`src/common/cct_pkg.sv`:
```
/*
 * cct_pkg: register map, field positions and state type of the capture and
 * compare timer control block. Assumes a 32-bit APB master on the core clock.
 */
package cct_pkg;
    localparam int NCH = 4;
    // byte offsets
    localparam logic [7:0] OFS_CTRL = 8'h00;
    localparam logic [7:0] OFS_SETUP = 8'h04;
    localparam logic [7:0] OFS_COUNT = 8'h0c;
    localparam logic [7:0] OFS_CAP0 = 8'h10;
    localparam logic [7:0] OFS_CMP0 = 8'h28;
    localparam logic [7:0] OFS_CMP1 = 8'h2c;
    // control register fields
    localparam int B_ACT = 0;
    localparam int B_RUN = 1;
    localparam int B_CLR = 2;
    localparam int B_TSEL = 4;
    localparam int B_M0EN = 8;
    localparam int B_M1EN = 9;
    // per-channel byte of the capture setup register
    localparam int B_EDGE = 0;
    localparam int B_SKIP = 2;
    localparam int B_FSEL = 5;
    localparam logic [31:0] SETUP_MASK = 32'he7e7e7e7;
    localparam logic [31:0] ALL_ONES = 32'hffffffff;
    localparam logic [1:0] EDGE_FALL = 2'h0;
    localparam logic [1:0] EDGE_RISE = 2'h1;
    localparam logic [1:0] EDGE_BOTH = 2'h2;
    // filter needs this many stable filter ticks
    localparam logic [1:0] FILT_TICKS = 2'h3;

    typedef struct packed {
        logic act;
        logic run;
        logic clr;
        logic [2:0] tsel;
        logic m0en;
        logic m1en;
        logic [31:0] setup;
        logic [31:0] count;
        logic [1:0][31:0] cmp;
        logic [NCH-1:0][31:0] cap;
        logic [7:0] pre;
        logic [NCH-1:0] sync1;
        logic [NCH-1:0] sync2;
        logic [NCH-1:0] filt;
        logic [NCH-1:0][1:0] fcnt;
        logic [NCH-1:0] prev;
        logic [NCH-1:0] cap_stb;
        logic ovf;
        logic [1:0] match;
        logic [31:0] prdata;
        logic pready;
        logic pslverr;
    } cct_state_t;
endpackage

```
`src/rtl/cct_ctrl.sv`:
```
/*
 * cct_ctrl: free-running counter, compare match and four-channel input
 * capture with noise filters, reached over APB.
 * Assumes a 20 MHz core clock, a synchronous active-low reset and
 * asynchronous capture pins.
 */
`timescale 1ns/1ps
module cct_ctrl
    import cct_pkg::*;
#(
    parameter int CH = NCH
) (
    input wire logic clk_i,
    input wire logic nrst_i,
    input wire logic psel_i,
    input wire logic penable_i,
    input wire logic pwrite_i,
    input wire logic [7:0] paddr_i,
    input wire logic [31:0] pwdata_i,
    output logic [31:0] prdata_o,
    output logic pready_o,
    output logic pslverr_o,
    input wire logic [CH-1:0] capture_input_i,
    output logic [31:0] count_o,
    output logic activate_o,
    output logic [CH-1:0] capture_stb_o,
    output logic rollover_irq_o,
    output logic [1:0] match_irq_o
);
    // register layout serves exactly four channels
    if (CH != NCH) begin : g_chk
        $error("cct_ctrl supports only four capture channels");
    end

    cct_state_t s_q;
    cct_state_t s_d;
    logic wr;
    logic rd_setup;
    logic adv;
    logic [31:0] cnt_nx;

    // divided-rate tick: code k fires once every 2**k core cycles
    function automatic logic tick(input logic [7:0] pre, input logic [2:0] k);
        logic [7:0] m;
        m = (8'h01 << k) - 8'h01;
        return (pre & m) == m;
    endfunction

    assign wr = psel_i & penable_i & pwrite_i & s_q.pready;
    assign rd_setup = psel_i & ~penable_i;
    assign adv = s_q.run & ~s_q.clr & tick(s_q.pre, s_q.tsel);
    assign cnt_nx = s_q.count + 32'h1;

    // next-state logic for the whole block
    always_comb begin
        s_d = s_q;
        s_d.pre = s_q.pre + 8'h01;
        s_d.ovf = 1'b0;
        s_d.match = 2'b00;
        s_d.cap_stb = '0;
        // counter: clear has priority, then advance on the selected tick
        if (s_q.clr) begin
            s_d.count = '0;
            s_d.clr = 1'b0;
            s_d.run = 1'b0;
        end else if (adv) begin
            s_d.count = cnt_nx;
            s_d.ovf = (s_q.count == ALL_ONES);
            s_d.match[0] = s_q.m0en & (cnt_nx == s_q.cmp[0]);
            s_d.match[1] = s_q.m1en & (cnt_nx == s_q.cmp[1]);
        end
        // capture channels: sync, filter, edge detect, snapshot
        for (int i = 0; i < CH; i++) begin
            logic lvl;
            logic [7:0] cfg;
            lvl = 1'b0;
            cfg = s_q.setup[8*i +: 8];
            s_d.sync1[i] = capture_input_i[i];
            s_d.sync2[i] = s_q.sync1[i];
            if (tick(s_q.pre, cfg[B_FSEL +: 3])) begin
                if (s_q.sync2[i] == s_q.filt[i]) begin
                    s_d.fcnt[i] = 2'h0;
                end else if (s_q.fcnt[i] == FILT_TICKS - 2'h1) begin
                    s_d.filt[i] = s_q.sync2[i];
                    s_d.fcnt[i] = 2'h0;
                end else begin
                    s_d.fcnt[i] = s_q.fcnt[i] + 2'h1;
                end
            end
            lvl = cfg[B_SKIP] ? s_q.sync2[i] : s_q.filt[i];
            s_d.prev[i] = lvl;
            unique case (cfg[B_EDGE +: 2])
                EDGE_FALL: s_d.cap_stb[i] = s_q.prev[i] & ~lvl;
                EDGE_RISE: s_d.cap_stb[i] = ~s_q.prev[i] & lvl;
                EDGE_BOTH: s_d.cap_stb[i] = s_q.prev[i] ^ lvl;
                default: s_d.cap_stb[i] = 1'b0;
            endcase
            if (s_d.cap_stb[i]) begin
                s_d.cap[i] = s_q.count;
            end
        end
        // apb: registered answer, ready in the first access cycle
        s_d.pready = rd_setup;
        s_d.pslverr = 1'b0;
        s_d.prdata = '0;
        if (rd_setup) begin
            unique case (paddr_i)
                OFS_CTRL: begin
                    s_d.prdata[B_ACT] = s_q.act;
                    s_d.prdata[B_RUN] = s_q.run;
                    s_d.prdata[B_CLR] = s_q.clr;
                    s_d.prdata[B_TSEL +: 3] = s_q.tsel;
                    s_d.prdata[B_M0EN] = s_q.m0en;
                    s_d.prdata[B_M1EN] = s_q.m1en;
                end
                OFS_SETUP: s_d.prdata = s_q.setup;
                OFS_COUNT: s_d.prdata = s_q.count;
                OFS_CAP0: s_d.prdata = s_q.cap[0];
                OFS_CAP0 + 8'h04: s_d.prdata = s_q.cap[1];
                OFS_CAP0 + 8'h08: s_d.prdata = s_q.cap[2];
                OFS_CAP0 + 8'h0c: s_d.prdata = s_q.cap[3];
                OFS_CMP0: s_d.prdata = s_q.cmp[0];
                OFS_CMP1: s_d.prdata = s_q.cmp[1];
                default: s_d.pslverr = 1'b1;
            endcase
        end
        if (wr) begin
            unique case (paddr_i)
                OFS_CTRL: begin
                    s_d.act = pwdata_i[B_ACT];
                    s_d.run = pwdata_i[B_RUN];
                    s_d.tsel = pwdata_i[B_TSEL +: 3];
                    s_d.m0en = pwdata_i[B_M0EN];
                    s_d.m1en = pwdata_i[B_M1EN];
                    if (pwdata_i[B_CLR]) begin
                        s_d.clr = 1'b1;
                    end
                end
                OFS_SETUP: s_d.setup = pwdata_i & SETUP_MASK;
                OFS_COUNT: begin
                    if (!s_q.run && !s_q.clr) begin
                        s_d.count = pwdata_i;
                    end
                end
                OFS_CMP0: s_d.cmp[0] = pwdata_i;
                OFS_CMP1: s_d.cmp[1] = pwdata_i;
                default: s_d.act = s_q.act;
            endcase
        end
    end

    // state register, counter zero after reset
    always_ff @(posedge clk_i) begin
        if (!nrst_i) begin
            s_q <= '0;
        end else begin
            s_q <= s_d;
        end
    end

    // outputs straight from state flops
    assign prdata_o = s_q.prdata;
    assign pready_o = s_q.pready;
    assign pslverr_o = s_q.pslverr;
    assign count_o = s_q.count;
    assign activate_o = s_q.act;
    assign capture_stb_o = s_q.cap_stb;
    assign rollover_irq_o = s_q.ovf;
    assign match_irq_o = s_q.match;

    logic wr_cnt;
    assign wr_cnt = wr && (paddr_i == OFS_COUNT);
endmodule // cct_ctrl

```
`config.mk`:
```
export PLATFORM = sky130hd
export DESIGN_NAME = cct_ctrl
export DESIGN_NICKNAME = d
export VERILOG_FILES = /design/src/common/cct_pkg.sv /design/src/rtl/cct_ctrl.sv
export SDC_FILE = /design/constraint.sdc
export NUM_CORES = 1
export LEC_CHECK = 0
export ABC_CLOCK_PERIOD_IN_PS = 7600
export BUFFER_PORTS_ARGS = -buffer_cell sky130_fd_sc_hd__buf_2
export CAP_MARGIN = 5
export CORE_MARGIN = 2
export CORE_UTILIZATION = 60
export CTS_BUF_LIST = sky130_fd_sc_hd__clkbuf_8
export DETAILED_ROUTE_END_ITERATION = 8
export PLACE_DENSITY = 0.84
export REMOVE_ABC_BUFFERS = 1
export SLEW_MARGIN = 30
export SYNTH_ARGS = -nofsm -noshare
export SYNTH_HDL_FRONTEND = slang
export SYNTH_SLANG_ARGS = --single-unit
```
`constraint.sdc`:
```
create_clock -name clk_i -period 7.6 [get_ports clk_i]
set_clock_uncertainty 0.2 [all_clocks]
set_input_delay 2.28 -clock clk_i [delete_from_list [all_inputs] [get_ports clk_i]]
set_output_delay 2.28 -clock clk_i [all_outputs]
set_load 0.01 [all_outputs]
```
# ---- Yosys cells after proc, flatten, opt, wreduce, memory -nomap -nowiden
# Cells that the tools add are included.
# Widths: inputs -> output; s select.
dict set report classes {
  shifts 5
  mux 34
  n_reduce_logical 19
  eq_ne 32
  bitwise_logic 41
  n_addsub 11
}
# op count
set ops {}
lappend ops {{$mux 32} 7}
lappend ops {{$pmux 22 s8} 1}
lappend ops {{$mux 135} 1}
lappend ops {{$eq 32x32->1} 2}
lappend ops {{$pmux 3 s9} 2}
lappend ops {{$and 8x8->8} 5}
lappend ops {{$eq 8x8->1} 5}
lappend ops {{$shl 1x3->8 const A} 5}
lappend ops {{$sub 8x1->8 const B} 5}
lappend ops {{$add 32x1->32 const B} 1}
lappend ops {{$eq 32x32->1 const B} 1}
lappend ops {{$eq 8x5->1 const B} 4}
lappend ops {{$mux 2} 9}
lappend ops {{$pmux 2 s9} 1}
lappend ops {{$and 1x1->1} 16}
lappend ops {{$eq 2x2->1 const B} 8}
lappend ops {{$eq 8x6->1 const B} 2}
lappend ops {{$not 1->1} 16}
lappend ops {{$pmux 1 s3} 4}
lappend ops {{$reduce_and 3->1} 4}
lappend ops {{$reduce_and 2->1} 5}
lappend ops {{$reduce_or 9->1} 1}
lappend ops {{$add 2x1->2 const B} 4}
lappend ops {{$add 8x1->8 const B} 1}
lappend ops {{14 further kinds} 32}
dict set report word_totals {
  elab_cells 174
  ff_bits 329
  output_inout_bits 74
}

# ---- Logic depth before layout (Yosys ltp)
# Gate-level depths: netlist (run 1).
dict set report depth {
  depth_word 10
  ltp_mapped 13
}

# ---- Least setup slack after synthesis (run 1)
# No wires, ideal clock.
dict set report synth_timing {
  path_kind {input to register}
  start {input port paddr_i[3]}
  end {register s_q (netlist bit count_o[4])}
  cell_stages 9
  arrival_ns 4.264
  setup_ns 0.065
  path_slack_ns 3.071
  t_required_ns 7.335
  cell_sequence {clkbuf_1 and3_1 and3_1 clkbuf_1 nor4b_1 clkbuf_1 clkbuf_1 a22oi_1 nor2_1}
}
dict set report synth_via {
  elab_chain_len 3
}
# item line_no
set synth_rtl {}
lappend synth_rtl {{from (decl)} cct_ctrl.sv:18} ;# input wire logic [7:0] paddr_i,
lappend synth_rtl {{$eq 8x4->1} cct_ctrl.sv:128} ;# unique case (paddr_i)
lappend synth_rtl {{$mux 32} cct_ctrl.sv:128}
lappend synth_rtl {{$mux 135} cct_ctrl.sv:127} ;# if (wr) begin
lappend synth_rtl {{to (signal assigned)} cct_ctrl.sv:155} ;# s_q <= '0;
lappend synth_rtl {{to (signal assigned)} cct_ctrl.sv:157} ;# s_q <= s_d;
lappend synth_rtl {{to (decl)} cct_ctrl.sv:35} ;# cct_state_t s_q;
# Every way passes these cells.
# A chain may end at the register's enable or synchronous reset.

# ---- Final worst setup path (run 1)
dict set report layout_timing {
  start {input port paddr_i[2]}
  end {register s_q (netlist bit count_o[18])}
}
# Same word-level chain as after synthesis.

==> results of run 1 <==
==> cells by family (layout without fill, tap and decap cells) <==
group	Yosys count	in the layout
DFF	328	328
and+or+nand+nor	724	724
adders and majority gates	12	12
buffers and inverters	265	283
AOI/OAI and AO/OA	342	342
muxes	204	204
xor gates and xnor gates	121	121
==> stage by stage <==
step	utilization	power, mW	hold slack, ps	cell area (um^2)
6_report	0.663	3.30	241	18000
3_3_place_gp	0.625	1.85	215	16900
2_1_floorplan	-	1.80	212	15500
3_5_place_dp	0.625	1.85	226	16900
5_1_grt	0.663	3.39	261	18000
4_1_cts	0.663	3.31	241	18000
==> area by class of cell <==
cell class                      instances  area, um^2
Fill cell                            2219        9130
Multi-Input combinational cell       1403        8920
Timing Repair Buffer                  154         851
Clock inverter                         27         124
Tap cell                              372         465
Inverter                               36         143
Clock buffer                           66         908
Sequential cell                       328        6570
==> flip-flops by register name (all words and copies together) (netlist names) <==
| name | count |
|---|---|
| match_irq_o | 2 |
| s_q | 250 |
| prdata_o | 32 |
| pready_o | 1 |
| count_o | 32 |
| s_d | 4 |
| activate_o | 1 |
| capture_stb_o | 4 |
| rollover_irq_o | 1 |
| pslverr_o | 1 |
==> routing by layer <==
metal / vias up / wire length (um) / GRT usage / share of wire
met5: - / 0 / 0 / 0
met4: 0 / 2100 / 0.162 / 0.042
met3: 157 / 3460 / 0.0477 / 0.068
met2: 707 / 24000 / 0.571 / 0.48
met1: 7262 / 21000 / 0.436 / 0.41
li1: 6808 / - / - / -
==> power breakdown <==
part	internal, mW	switching (mW)
combinational	0.0235	0.0629
clock	0.780	0.706
sequential	1.72	0.00629
total	2.53	0.775
==> critical path: cells and delay by family <==
| family | cells | cell delay [ps] |
|---|---|---|
| buffers and inverters | 3 | 1550 |
| and+or+nand+nor | 3 | 990 |
| AOI/OAI and AO/OA | 1 | 70 |
==> path summary, 6_finish.rpt <==
check / startpoint / endpoint / slack (ps)
min reg2reg: s_d[58] / s_q[58] / 240
min: s_d[58] / s_q[58] / 240
max reg2reg: count_o[5] / match_irq_o[1] / 3500
max: paddr_i[2] / count_o[18] / 2890
==> placed cells by master (no fill, tap or decap), types with 4 or more instances in the layout <==
| cell type | Yosys | final |
|---|---|---|
| sky130_fd_sc_hd__nand2b_1 | 5 | 5 |
| sky130_fd_sc_hd__a21boi_0 | 4 | 4 |
| sky130_fd_sc_hd__o22ai_1 | 5 | 5 |
| sky130_fd_sc_hd__nor2_1 | 243 | 242 |
| sky130_fd_sc_hd__a22oi_1 | 31 | 31 |
| sky130_fd_sc_hd__nand4_1 | 25 | 25 |
| sky130_fd_sc_hd__a31oi_1 | 8 | 5 |
| sky130_fd_sc_hd__and2_1 | 13 | 13 |
| sky130_fd_sc_hd__buf_2 | 9 | 122 |
| sky130_fd_sc_hd__clkinv_2 | 0 | 8 |
| sky130_fd_sc_hd__nor3_1 | 40 | 38 |
| sky130_fd_sc_hd__o21ai_0 | 29 | 29 |
| sky130_fd_sc_hd__a311oi_1 | 4 | 4 |
| sky130_fd_sc_hd__and4_1 | 6 | 6 |
| sky130_fd_sc_hd__nor4_2 | 1 | 4 |
| sky130_fd_sc_hd__nand3b_1 | 4 | 4 |
| sky130_fd_sc_hd__nand3_1 | 43 | 42 |
| sky130_fd_sc_hd__or4_1 | 6 | 6 |
| sky130_fd_sc_hd__ha_1 | 12 | 12 |
| sky130_fd_sc_hd__and3_1 | 11 | 11 |
| sky130_fd_sc_hd__dfxtp_1 | 328 | 327 |
| sky130_fd_sc_hd__or3_1 | 26 | 26 |
| sky130_fd_sc_hd__nor4_1 | 19 | 16 |
| sky130_fd_sc_hd__o221ai_1 | 4 | 4 |
| sky130_fd_sc_hd__a221oi_1 | 52 | 52 |
| sky130_fd_sc_hd__nand2_1 | 252 | 252 |
| sky130_fd_sc_hd__xnor2_1 | 83 | 83 |
| sky130_fd_sc_hd__o211ai_1 | 5 | 5 |
| sky130_fd_sc_hd__nor2b_1 | 6 | 6 |
| sky130_fd_sc_hd__clkbuf_8 | 0 | 66 |
| sky130_fd_sc_hd__inv_1 | 33 | 48 |
| sky130_fd_sc_hd__xor2_1 | 33 | 33 |
| sky130_fd_sc_hd__buf_4 | 71 | 32 |
| sky130_fd_sc_hd__nor3b_1 | 9 | 9 |
| sky130_fd_sc_hd__a21oi_1 | 170 | 170 |
| sky130_fd_sc_hd__mux2i_1 | 201 | 201 |
==> key figures, run 1 <==
Run status
  • Run status: completed

Logic synthesis
  • Total standard cell area after synthesis: ~17000 um^2
  • Share of cell area taken by muxes after synthesis: 0.123
  • Synth cell count leaders: sky130_fd_sc_hd__dfxtp_1 (328), sky130_fd_sc_hd__nand2_1 (252), sky130_fd_sc_hd__nor2_1 (243)
  • XOR/XNOR share of the synthesized area: 0.0680
  • Avg Synthesized Cell Area: ~8.3 um^2
  • Compound-gate portion of the synthesized area: 0.130
  • Most repeated cell in the gate-level netlist after synthesis: sky130_fd_sc_hd__dfxtp_1
  • Number of cells produced by synthesis: 1996
  • Main combinational cell family by area after synthesis: simple AND/OR/NAND/NOR gates
  • Post-synthesis simple-gate area fraction: 0.198
  • Synth area leader: sky130_fd_sc_hd__dfxtp_1
  • Proportion of netlist area held by the largest area contributor: 0.395
  • Number of enable-type register cells in the synthesized netlist: 0
  • Syn. warnings: 0
  • Distinct cells, synth: 74
  • Synthesized flop and latch total: 328
  • Sequential element share of the synthesized area: 0.395
  • Synthesized-area fraction occupied by adder cells: 0.00903
  • Async set-or-reset flop fraction in the synthesized netlist: 0
  • Leading cell types by total area after synthesis: sky130_fd_sc_hd__dfxtp_1 (39%), sky130_fd_sc_hd__mux2i_1 (12%), sky130_fd_sc_hd__nand2_1 (5.7%)
  • Primary FF master, synth: sky130_fd_sc_hd__dfxtp_1

Min path
  • Hold WC Path Type: flop to flop
  • Worst hold path stage count: 1

GRT
  • Total Routing Usage GR: 0.341
  • Number of antenna violations at the first check in global routing: 0
  • Global-route wire length before repair: 78200 um
  • Maximum number of pins on one net before global-route repair: 98
  • Via count of the first global-routing pass: ~14000
  • Remaining global-route overflow: 0

CTS
  • Number of gates given a new drive strength after cts: 0
  • Clock root buffer: sky130_fd_sc_hd__clkbuf_8
  • Sinks on Clock Net: about 330
  • Post-CTS Setup Inserts: 0
  • Number of CTS-inserted buffers: 54
  • Number of hold-repair buffers added at the cts stage: 0
  • Clock slew at reported path FFs: approximately 60 ps
  • Insertion delay to the later sink of the worst-skew pair: 600 ps
  • CTS max path bufs: 3
  • Total number of H-tree levels: 2
  • CTS tree: yes

Place
  • Count of placed standard cells including taps: 2293
  • Final HPWL DP: around 34000 um
  • Dpl ws: 2110 ps
  • Total of buffers placed on input and output ports: 122
  • RD Place Congestion: 0.972

Critical path
  • Worst EP required: 7820 ps
  • Cell type of the slowest stage on the worst timing path: sky130_fd_sc_hd__buf_2
  • Slowest stage delay, CP: between 500 and 600 ps
  • Cell repeated most along the worst path: sky130_fd_sc_hd__buf_4
  • Startpoint class of the critical path: primary input
  • Endpoint kind of the worst setup timing path: flop
  • Data arrival time of the critical path: 4930 ps
  • Critical path class: primary input to flop
  • Critical path cell sequence: buf_2 > and3_1 > buf_4 > nor4b_2 > buf_4 > or3_1 > a21oi_1
  • Number of cells traversed by the worst register-to-register path: 7
  • Critical path fanouts, max: 49

Routing
  • Vias per cell: 6.26
  • Post-Route WL: 50600 um
  • Length of the first detailed-routing pass in iterations: 7
  • Residual DRC: 0
  • Avg WL per Cell: 21.2 um
  • Initial DRC Count: 1364
  • Detailed-route via count: 14900
  • Remaining antenna violation count after routing: 0

Pwr
  • LEAKAGE: 7.08 nW
  • VDD IR-drop max: 0.165 mV
  • Ratio of total power to cell area: 184 nW/um^2

Final layout
  • Layout-stage area growth over the synthesis result: 8.07%
  • Layout net count: between 2000 and 2500
  • Share of layout cells above drive strength 1: 0.131
  • Final cell count without fillers: 2386
  • Total inserted antenna cells: 0

STA
  • Setup repair after global routing missed its margin: false
  • Hold Fails Final Rpt: 0
  • Headroom to the max-slew limit: 0.338
  • Slack of the critical path: 2890 ps
  • Final setup violating endpoints: 0
  • Fmax: 212 MHz
  • Final worst-path cycle share: 0.620
  • Number of pins exceeding their max-slew limit in the final report: 0
  • Total negative slack for setup checks: 0 ps
  • Transition time of the tightest slew-check pin: approximately 980 ps
  • Period minus WS final: 4710 ps

Floorplan
  • Starting density of the core: 0.614
  • IO Count: 123
  • Horizontal extent of the die: ~170 um
  • Die Y-Extent: 170 um
  • Site row count: 60
  • Area of the core region: 27100 um^2
  • Full die area: 29100 um^2

Run
  • Max capacitance violation total: 0
No activity file was read; power rests on OpenSTA's default activity.
==> run 2: changes to the inputs <==
--- a/config.mk
+++ b/config.mk
@@ -5,7 +5,7 @@
 export SDC_FILE = /design/constraint.sdc
 export NUM_CORES = 1
 export LEC_CHECK = 0
-export ABC_CLOCK_PERIOD_IN_PS = 7600
+export ABC_CLOCK_PERIOD_IN_PS = 4400
 export BUFFER_PORTS_ARGS = -buffer_cell sky130_fd_sc_hd__buf_2
 export CAP_MARGIN = 5
 export CORE_MARGIN = 2
==> constraint.sdc (replaced) <==
create_clock -name clk_i -period 4.4 [get_ports clk_i]
set_clock_uncertainty 0.2 [all_clocks]
set_input_delay 1.32 -clock clk_i [delete_from_list [all_inputs] [get_ports clk_i]]
set_output_delay 1.32 -clock clk_i [all_outputs]
set_load 0.01 [all_outputs]
==> key figures, run 2 (same netlist as run 1, synthesis figures left out) <==
Floorplan
  • Die Y-Extent: about 170 um
  • Starting density of the core: 0.614
  • IO Count: 123
  • Full die area: about 29000 um^2
  • Area of the core region: 27100 um^2
  • Horizontal extent of the die: roughly 170 um
  • Site row count: 60

Place
  • Final HPWL DP: 35400 um
  • Total of buffers placed on input and output ports: 122
  • Dpl ws: 728 ps
  • RD Place Congestion: 1.06

Final layout
  • Layout net count: 2070
  • Share of layout cells above drive strength 1: 0.147
  • Flip-flop count of the largest register, all copies and words added: between 200 and 300
  • Largest Register: s_q
  • Filler cell count in the final layout: 2140
  • Area of the multi-input gates: 8900 um^2
  • Layout-stage area growth over the synthesis result: 10.2%
  • Total inserted antenna cells: 0
  • FF/Latch Area: around 6600 um^2
  • Commonest non-fill, non-tap cell in the layout: sky130_fd_sc_hd__dfxtp_1
  • Commonest non-fill, non-tap cells in the layout: sky130_fd_sc_hd__dfxtp_1 (328), sky130_fd_sc_hd__nand2_1 (252), sky130_fd_sc_hd__nor2_1 (242)

STA
  • Hold Fails Final Rpt: 0
  • Headroom to the max-slew limit: 0.415
  • Slack of the critical path: about 960 ps
  • Fmax: 291 MHz
  • Total negative slack for setup checks: 0 ps
  • Number of pins exceeding their max-slew limit in the final report: 0
  • Final setup violating endpoints: 0
  • Transition time of the tightest slew-check pin: 869 ps
  • Period minus WS final: roughly 3400 ps
  • Final worst-path cycle share: 0.782
  • Setup repair after global routing missed its margin: false

CTS
  • Clock slew at reported path FFs: ~70 ps
  • Number of hold-repair buffers added at the cts stage: 0
  • Post-CTS Setup Inserts: 0
  • CTS tree: yes
  • Sinks on Clock Net: 328
  • Insertion delay to the later sink of the worst-skew pair: 600 ps
  • CTS max path bufs: 3
  • Clock root buffer: sky130_fd_sc_hd__clkbuf_8
  • Total number of H-tree levels: 2
  • Number of gates given a new drive strength after cts: 0
  • Number of CTS-inserted buffers: 53

Routing
  • Post-Route WL: 52100 um
  • Detailed-route via count: 15200
  • Length of the first detailed-routing pass in iterations: 6
  • Initial DRC Count: 1710
  • Avg WL per Cell: around 22 um
  • Residual DRC: 0
  • Vias per cell: 6.29
  • Remaining antenna violation count after routing: 0

Pwr
  • VDD IR-drop max: between 0.2 and 0.3 mV
  • Ratio of total power to cell area: 321 nW/um^2
  • LEAKAGE: 7.29 nW

Critical path
  • Cell class contributing the biggest share of worst-path delay: simple AND/OR/NAND/NOR gates
  • Critical path class: flop to flop
  • Number of cells traversed by the worst register-to-register path: 8
  • Critical path cell sequence: ha_1 > and3_1 > nand3_1 > xnor2_1 > a221o_1 > or4_1 > nor4_1 > and4_1
  • Critical path fanouts, max: 13
  • Slowest stage delay, CP: 650 ps
  • Buffers plus inverters on the worst setup path: 0
  • Reg-to-reg slack, setup: 960 ps
  • Cell type of the slowest stage on the worst timing path: sky130_fd_sc_hd__dfxtp_1
  • Startpoint class of the critical path: flop
  • Data arrival time of the critical path: about 3800 ps
  • Worst flop-to-flop path endpoint: match_irq_o[1]
  • Startpoint of the worst-slack reg-to-reg timing path: count_o[0]
  • Worst EP required: 4740 ps
  • Endpoint kind of the worst setup timing path: flop

Min path
  • Hold WC Path Type: flop to flop
  • Endpoint of the worst hold path: s_q[60]
  • Hold Startpoint: s_d[60]
  • Worst hold path stage count: 1

GRT
  • Global-route layer with the greatest usage: met2
  • Total Routing Usage GR: 0.353
  • Met2 capacity usage during global routing: 0.588
  • Met3 Track Usage GR: 0.0583
  • Via count of the first global-routing pass: between 10000 and 15000
  • Maximum number of pins on one net before global-route repair: 141
  • Global-route wire length before repair: between 80000 and 90000 um
  • Remaining global-route overflow: 0
  • Met1 demand-to-capacity share in global routing: 0.453
  • Number of antenna violations at the first check in global routing: 0

Run
  • Max capacitance violation total: 0

Run status
  • Run status: completed
==> run 2: changes by cell type in the layout (fill, tap and decap cells not counted), moves of 2 or more <==
cell	previous run	this run
sky130_fd_sc_hd__inv_1	48	46
sky130_fd_sc_hd__buf_12	0	2
sky130_fd_sc_hd__clkbuf_8	66	72
sky130_fd_sc_hd__buf_4	32	62
==> run 2: through the flow <==
stage	cells	total power [mW]	hold slack, ps	utilization	instance area [um^2]
final	2423	5.89	236	0.677	18300
after global routing	2423	6.04	240	0.677	18300
after CTS	2422	5.89	238	0.676	18300
after detailed placement	2325	3.20	225	0.634	17200
after global placement	2325	3.20	217	0.634	17200
after floorplan	1767	3.11	212	-	15500
==> run 2: cell type report <==
class | count | area share
sequential | 328 | 0.358
inverter | 36 | 0.00778
tap | 372 | 0.0254
timing repair buffer | 187 | 0.0615
clock buffer | 72 | 0.0540
multi-input combinational | 1403 | 0.486
clock inverter | 25 | 0.00751
==> run 2: metal layers <==
metal  wire (um)  vias up
met4        1950        0
met1       21100     7304
met5           0        -
li1            -     6884
met3        4600      169
met2       24500      882
==> run 2: worst max-delay path by stage <==
stage	startpoint	endpoint	slack [ps]	cells after the start
2_1_floorplan	paddr_i[1]	count_o[26]	-3270	7
3_5_place_dp	paddr_i[5]	prdata_o[4]	730	9
4_1_cts	s_q[331]	count_o[1]	880	8
6_report	count_o[0]	match_irq_o[1]	960	8
3_3_place_gp	paddr_i[5]	prdata_o[4]	830	9
5_1_grt	count_o[0]	match_irq_o[1]	800	8
==> run 2: where the power goes <==
part           internal [mW]  switching [mW]
Clock                   1.51            1.23
Combinational         0.0446           0.112
Sequential              2.98          0.0111
Total                   4.53            1.35
==> run 3: changes to the inputs <==
--- a/config.mk
+++ b/config.mk
@@ -5,14 +5,15 @@
 export SDC_FILE = /design/constraint.sdc
 export NUM_CORES = 1
 export LEC_CHECK = 0
-export ABC_CLOCK_PERIOD_IN_PS = 4400
+export ABC_AREA = 1
+export ABC_CLOCK_PERIOD_IN_PS = 3270
 export BUFFER_PORTS_ARGS = -buffer_cell sky130_fd_sc_hd__buf_2
 export CAP_MARGIN = 5
 export CORE_MARGIN = 2
 export CORE_UTILIZATION = 60
 export CTS_BUF_LIST = sky130_fd_sc_hd__clkbuf_8
 export DETAILED_ROUTE_END_ITERATION = 8
-export PLACE_DENSITY = 0.84
+export PLACE_DENSITY = 0.85
 export REMOVE_ABC_BUFFERS = 1
 export SLEW_MARGIN = 30
 export SYNTH_ARGS = -nofsm -noshare
==> constraint.sdc (replaced) <==
create_clock -name clk_i -period 3.27 [get_ports clk_i]
set_clock_uncertainty 0.2 [all_clocks]
set_input_delay 0.981 -clock clk_i [delete_from_list [all_inputs] [get_ports clk_i]]
set_output_delay 0.981 -clock clk_i [all_outputs]
set_load 0.01 [all_outputs]
==> key figures, run 3 <==
STA
  • Period minus WS final: 2850 ps
  • Setup repair after global routing missed its margin: false
  • Hold Slack: 213 ps
  • Final setup violating endpoints: 0
  • Final worst-path cycle share: 0.871
  • Transition time of the tightest slew-check pin: 886 ps
  • Slack of the critical path: 422 ps
  • Number of pins exceeding their max-slew limit in the final report: 0
  • Headroom to the max-slew limit: 0.409
  • Fmax: 351 MHz
  • Hold Fails Final Rpt: 0

Final layout
  • Commonest non-fill, non-tap cells in the layout: sky130_fd_sc_hd__nand2_1 (377), sky130_fd_sc_hd__dfxtp_1 (328), sky130_fd_sc_hd__a21oi_1 (292)
  • Layout net count: 2284
  • Largest Register: s_q
  • Share of layout cells above drive strength 1: 0.130
  • Flip-flop count of the largest register, all copies and words added: 250
  • Total inserted antenna cells: 0
  • Total non-filler cell area in the finished layout: approximately 17000 um^2
  • Commonest non-fill, non-tap cell in the layout: sky130_fd_sc_hd__nand2_1
  • Layout-stage area growth over the synthesis result: 9.52%
  • Final standard cell utilization of the core: 0.667

Pwr
  • Fraction of power consumed by sequential logic: 0.519
  • Share of total power in the clock network: 0.455
  • Power share of the combinational group: 0.026
  • Switching share of power: 0.238
  • VDD IR-drop max: 0.353 mV
  • LEAKAGE: a little under 7 nW
  • Design internal power: 5.91 mW
  • Net Sw Power: 1.84 mW
  • Ratio of total power to cell area: 447 nW/um^2

CTS
  • CTS tree: yes
  • Insertion delay to the later sink of the worst-skew pair: 590 ps
  • Post-CTS Setup Inserts: 0
  • Sinks on Clock Net: 328
  • Total number of H-tree levels: 2
  • Number of hold-repair buffers added at the cts stage: 0
  • Number of CTS-inserted buffers: 54
  • Clock slew at reported path FFs: about 60 ps
  • Clock root buffer: sky130_fd_sc_hd__clkbuf_8
  • Number of gates given a new drive strength after cts: 0
  • CTS max path bufs: 3

Critical path
  • Endpoint kind of the worst setup timing path: flop
  • Critical path fanouts, max: 7
  • Startpoint of the worst-slack reg-to-reg timing path: count_o[0]
  • Cell repeated most along the worst path: sky130_fd_sc_hd__nor2_1
  • Startpoint class of the critical path: flop
  • Logic depth of the worst path, buffers included: 12
  • Data arrival time of the critical path: between 3000 and 4000 ps
  • Worst EP required: between 3000 and 4000 ps
  • Cell class contributing the biggest share of worst-path delay: simple AND/OR/NAND/NOR gates
  • Cell type of the slowest stage on the worst timing path: sky130_fd_sc_hd__dfxtp_1
  • Buffers plus inverters on the worst setup path: 0
  • Number of cells traversed by the worst register-to-register path: 12
  • Critical path cell sequence: nand3_1 > nor2_1 > nand2_1 > nand3_1 > nand2_1 > nor2_1 > nand2_1 > nor2_1 > nand2_1 > nor2_1 > nand3_1 > nor2_1
  • Slowest stage delay, CP: 500 ps
  • Critical path class: flop to flop
  • Worst flop-to-flop path endpoint: match_irq_o[1]
  • Reg-to-reg slack, setup: around 420 ps

Logic synthesis
  • Avg Synthesized Cell Area: around 7.2 um^2
  • Async set-or-reset flop fraction in the synthesized netlist: 0
  • Synth area leader: sky130_fd_sc_hd__dfxtp_1
  • Primary FF master, synth: sky130_fd_sc_hd__dfxtp_1
  • Number of cells produced by synthesis: 2193
  • Syn. warnings: 0
  • Sequential element share of the synthesized area: 0.415
  • Synthesized flop and latch total: 328
  • Synth cell count leaders: sky130_fd_sc_hd__nand2_1 (381), sky130_fd_sc_hd__dfxtp_1 (328), sky130_fd_sc_hd__a21oi_1 (292)
  • Leading cell types by total area after synthesis: sky130_fd_sc_hd__dfxtp_1 (41%), sky130_fd_sc_hd__a21oi_1 (9.2%), sky130_fd_sc_hd__nand2_1 (9.0%)
  • Distinct cells, synth: 43
  • Most repeated cell in the gate-level netlist after synthesis: sky130_fd_sc_hd__nand2_1
  • Number of enable-type register cells in the synthesized netlist: 0
  • Proportion of netlist area held by the largest area contributor: 0.415
  • Total standard cell area after synthesis: 15800 um^2

GRT
  • Maximum number of pins on one net before global-route repair: around 160
  • Via count of the first global-routing pass: ~15000
  • Remaining global-route overflow: 0
  • Global-route wire length before repair: between 80000 and 90000 um
  • Number of antenna violations at the first check in global routing: 0
  • Total Routing Usage GR: 0.358

Floorplan
  • Starting density of the core: 0.609
  • Full die area: 27700 um^2
  • Area of the core region: around 26000 um^2
  • Site row count: 59
  • Horizontal extent of the die: 166 um
  • IO Count: 123
  • Die Y-Extent: roughly 170 um

Routing
  • Vias per cell: 6.22
  • Avg WL per Cell: 19.8 um
  • Detailed-route via count: 16100
  • Remaining antenna violation count after routing: 0
  • Length of the first detailed-routing pass in iterations: 6
  • Initial DRC Count: 2258
  • Post-Route WL: 51500 um
  • Residual DRC: 0

Min path
  • Worst hold path stage count: 2
  • Hold WC Path Type: flop to flop
  • Endpoint of the worst hold path: s_q[58]
  • Hold Startpoint: s_d[58]

Run status
  • Run status: completed

Place
  • Total of buffers placed on input and output ports: 122
  • RD Place Congestion: 0.989
  • Placement-stage cell area: 16300 um^2
  • Final HPWL DP: 35000 um
  • Dpl ws: approximately 230 ps

Run
  • Max capacitance violation total: 0
-- run 3: cell types whose count changed after synthesis, moves of 41 or more --
cell and delta:
sky130_fd_sc_hd__nand2_1 +129, sky130_fd_sc_hd__inv_1 +170, sky130_fd_sc_hd__mux2i_1 -201, sky130_fd_sc_hd__nor2_1 -117, sky130_fd_sc_hd__a21oi_1 +122, sky130_fd_sc_hd__o22ai_1 +41
sky130_fd_sc_hd__nand3_1 +87, sky130_fd_sc_hd__o21ai_0 +232, sky130_fd_sc_hd__xnor2_1 -77
-- run 3: cells by family after synthesis --
logic type,Yosys count,synth area share
and+or+nand+nor,744,0.209
AOI/OAI and AO/OA,694,0.241
buffers and inverters,394,0.113
adders and majority gates,12,0.00948
xor gates and xnor gates,21,0.0125
DFF,328,0.415
-- run 3: worst max path at each step --
stage,end,startpoint,slack (ps)
2_1_floorplan,prdata_o[28],paddr_i[6],-240
6_report,match_irq_o[1],count_o[0],420
4_1_cts,match_irq_o[1],count_o[0],500
5_1_grt,match_irq_o[1],count_o[0],280
3_5_place_dp,count_o[8],paddr_i[1],230
3_3_place_gp,count_o[19],paddr_i[1],340
-- run 3: cell type report --
class	count	area [um^2]
Fill cell	2235	8640
Multi-Input combinational cell	1471	7500
Sequential cell	328	6570
Timing Repair Buffer	159	1020
Clock buffer	67	922
Inverter	209	785
Tap cell	335	419
Clock inverter	28	126
-- run 3: routing by layer --
layer  routed length [um]  vias up  GRT usage
met5                    0        -          0
met4                 2210        0      0.145
met3                 5960      197     0.0756
met2                23100     1079      0.566
met1                20300     7413      0.479
li1                     -     7456          -
-- run 3: worst register-to-register path, delay by kind of cell, from the launching register on --
| family | cells | cell delay [ps] |
|---|---|---|
| and+or+nand+nor | 12 | 2060 |
| DFF | 1 | 500 |
-- run 3: metrics by stage --
stage / std cells / TNS [ps] / power [mW]
6_report: 2597 / 0 / 7.75
5_1_grt: 2597 / 0 / 7.94
4_1_cts: 2597 / 0 / 7.75
3_5_place_dp: 2502 / 0 / 4.30
3_3_place_gp: 2502 / 0 / 4.30
2_1_floorplan: 2008 / -10220 / 4.17
-- run 3: power groups by stage --
| stage | registers, mW | clock network (mW) | logic (mW) |
|---|---|---|---|
| finish | 4.02 | 3.52 | 0.202 |
| global route | 4.02 | 3.70 | 0.215 |
| CTS | 4.02 | 3.53 | 0.193 |
| detailed placement | 4.11 | 0 | 0.191 |
| global placement | 4.11 | 0 | 0.188 |
| floorplan | 4.11 | 0 | 0.0649 |
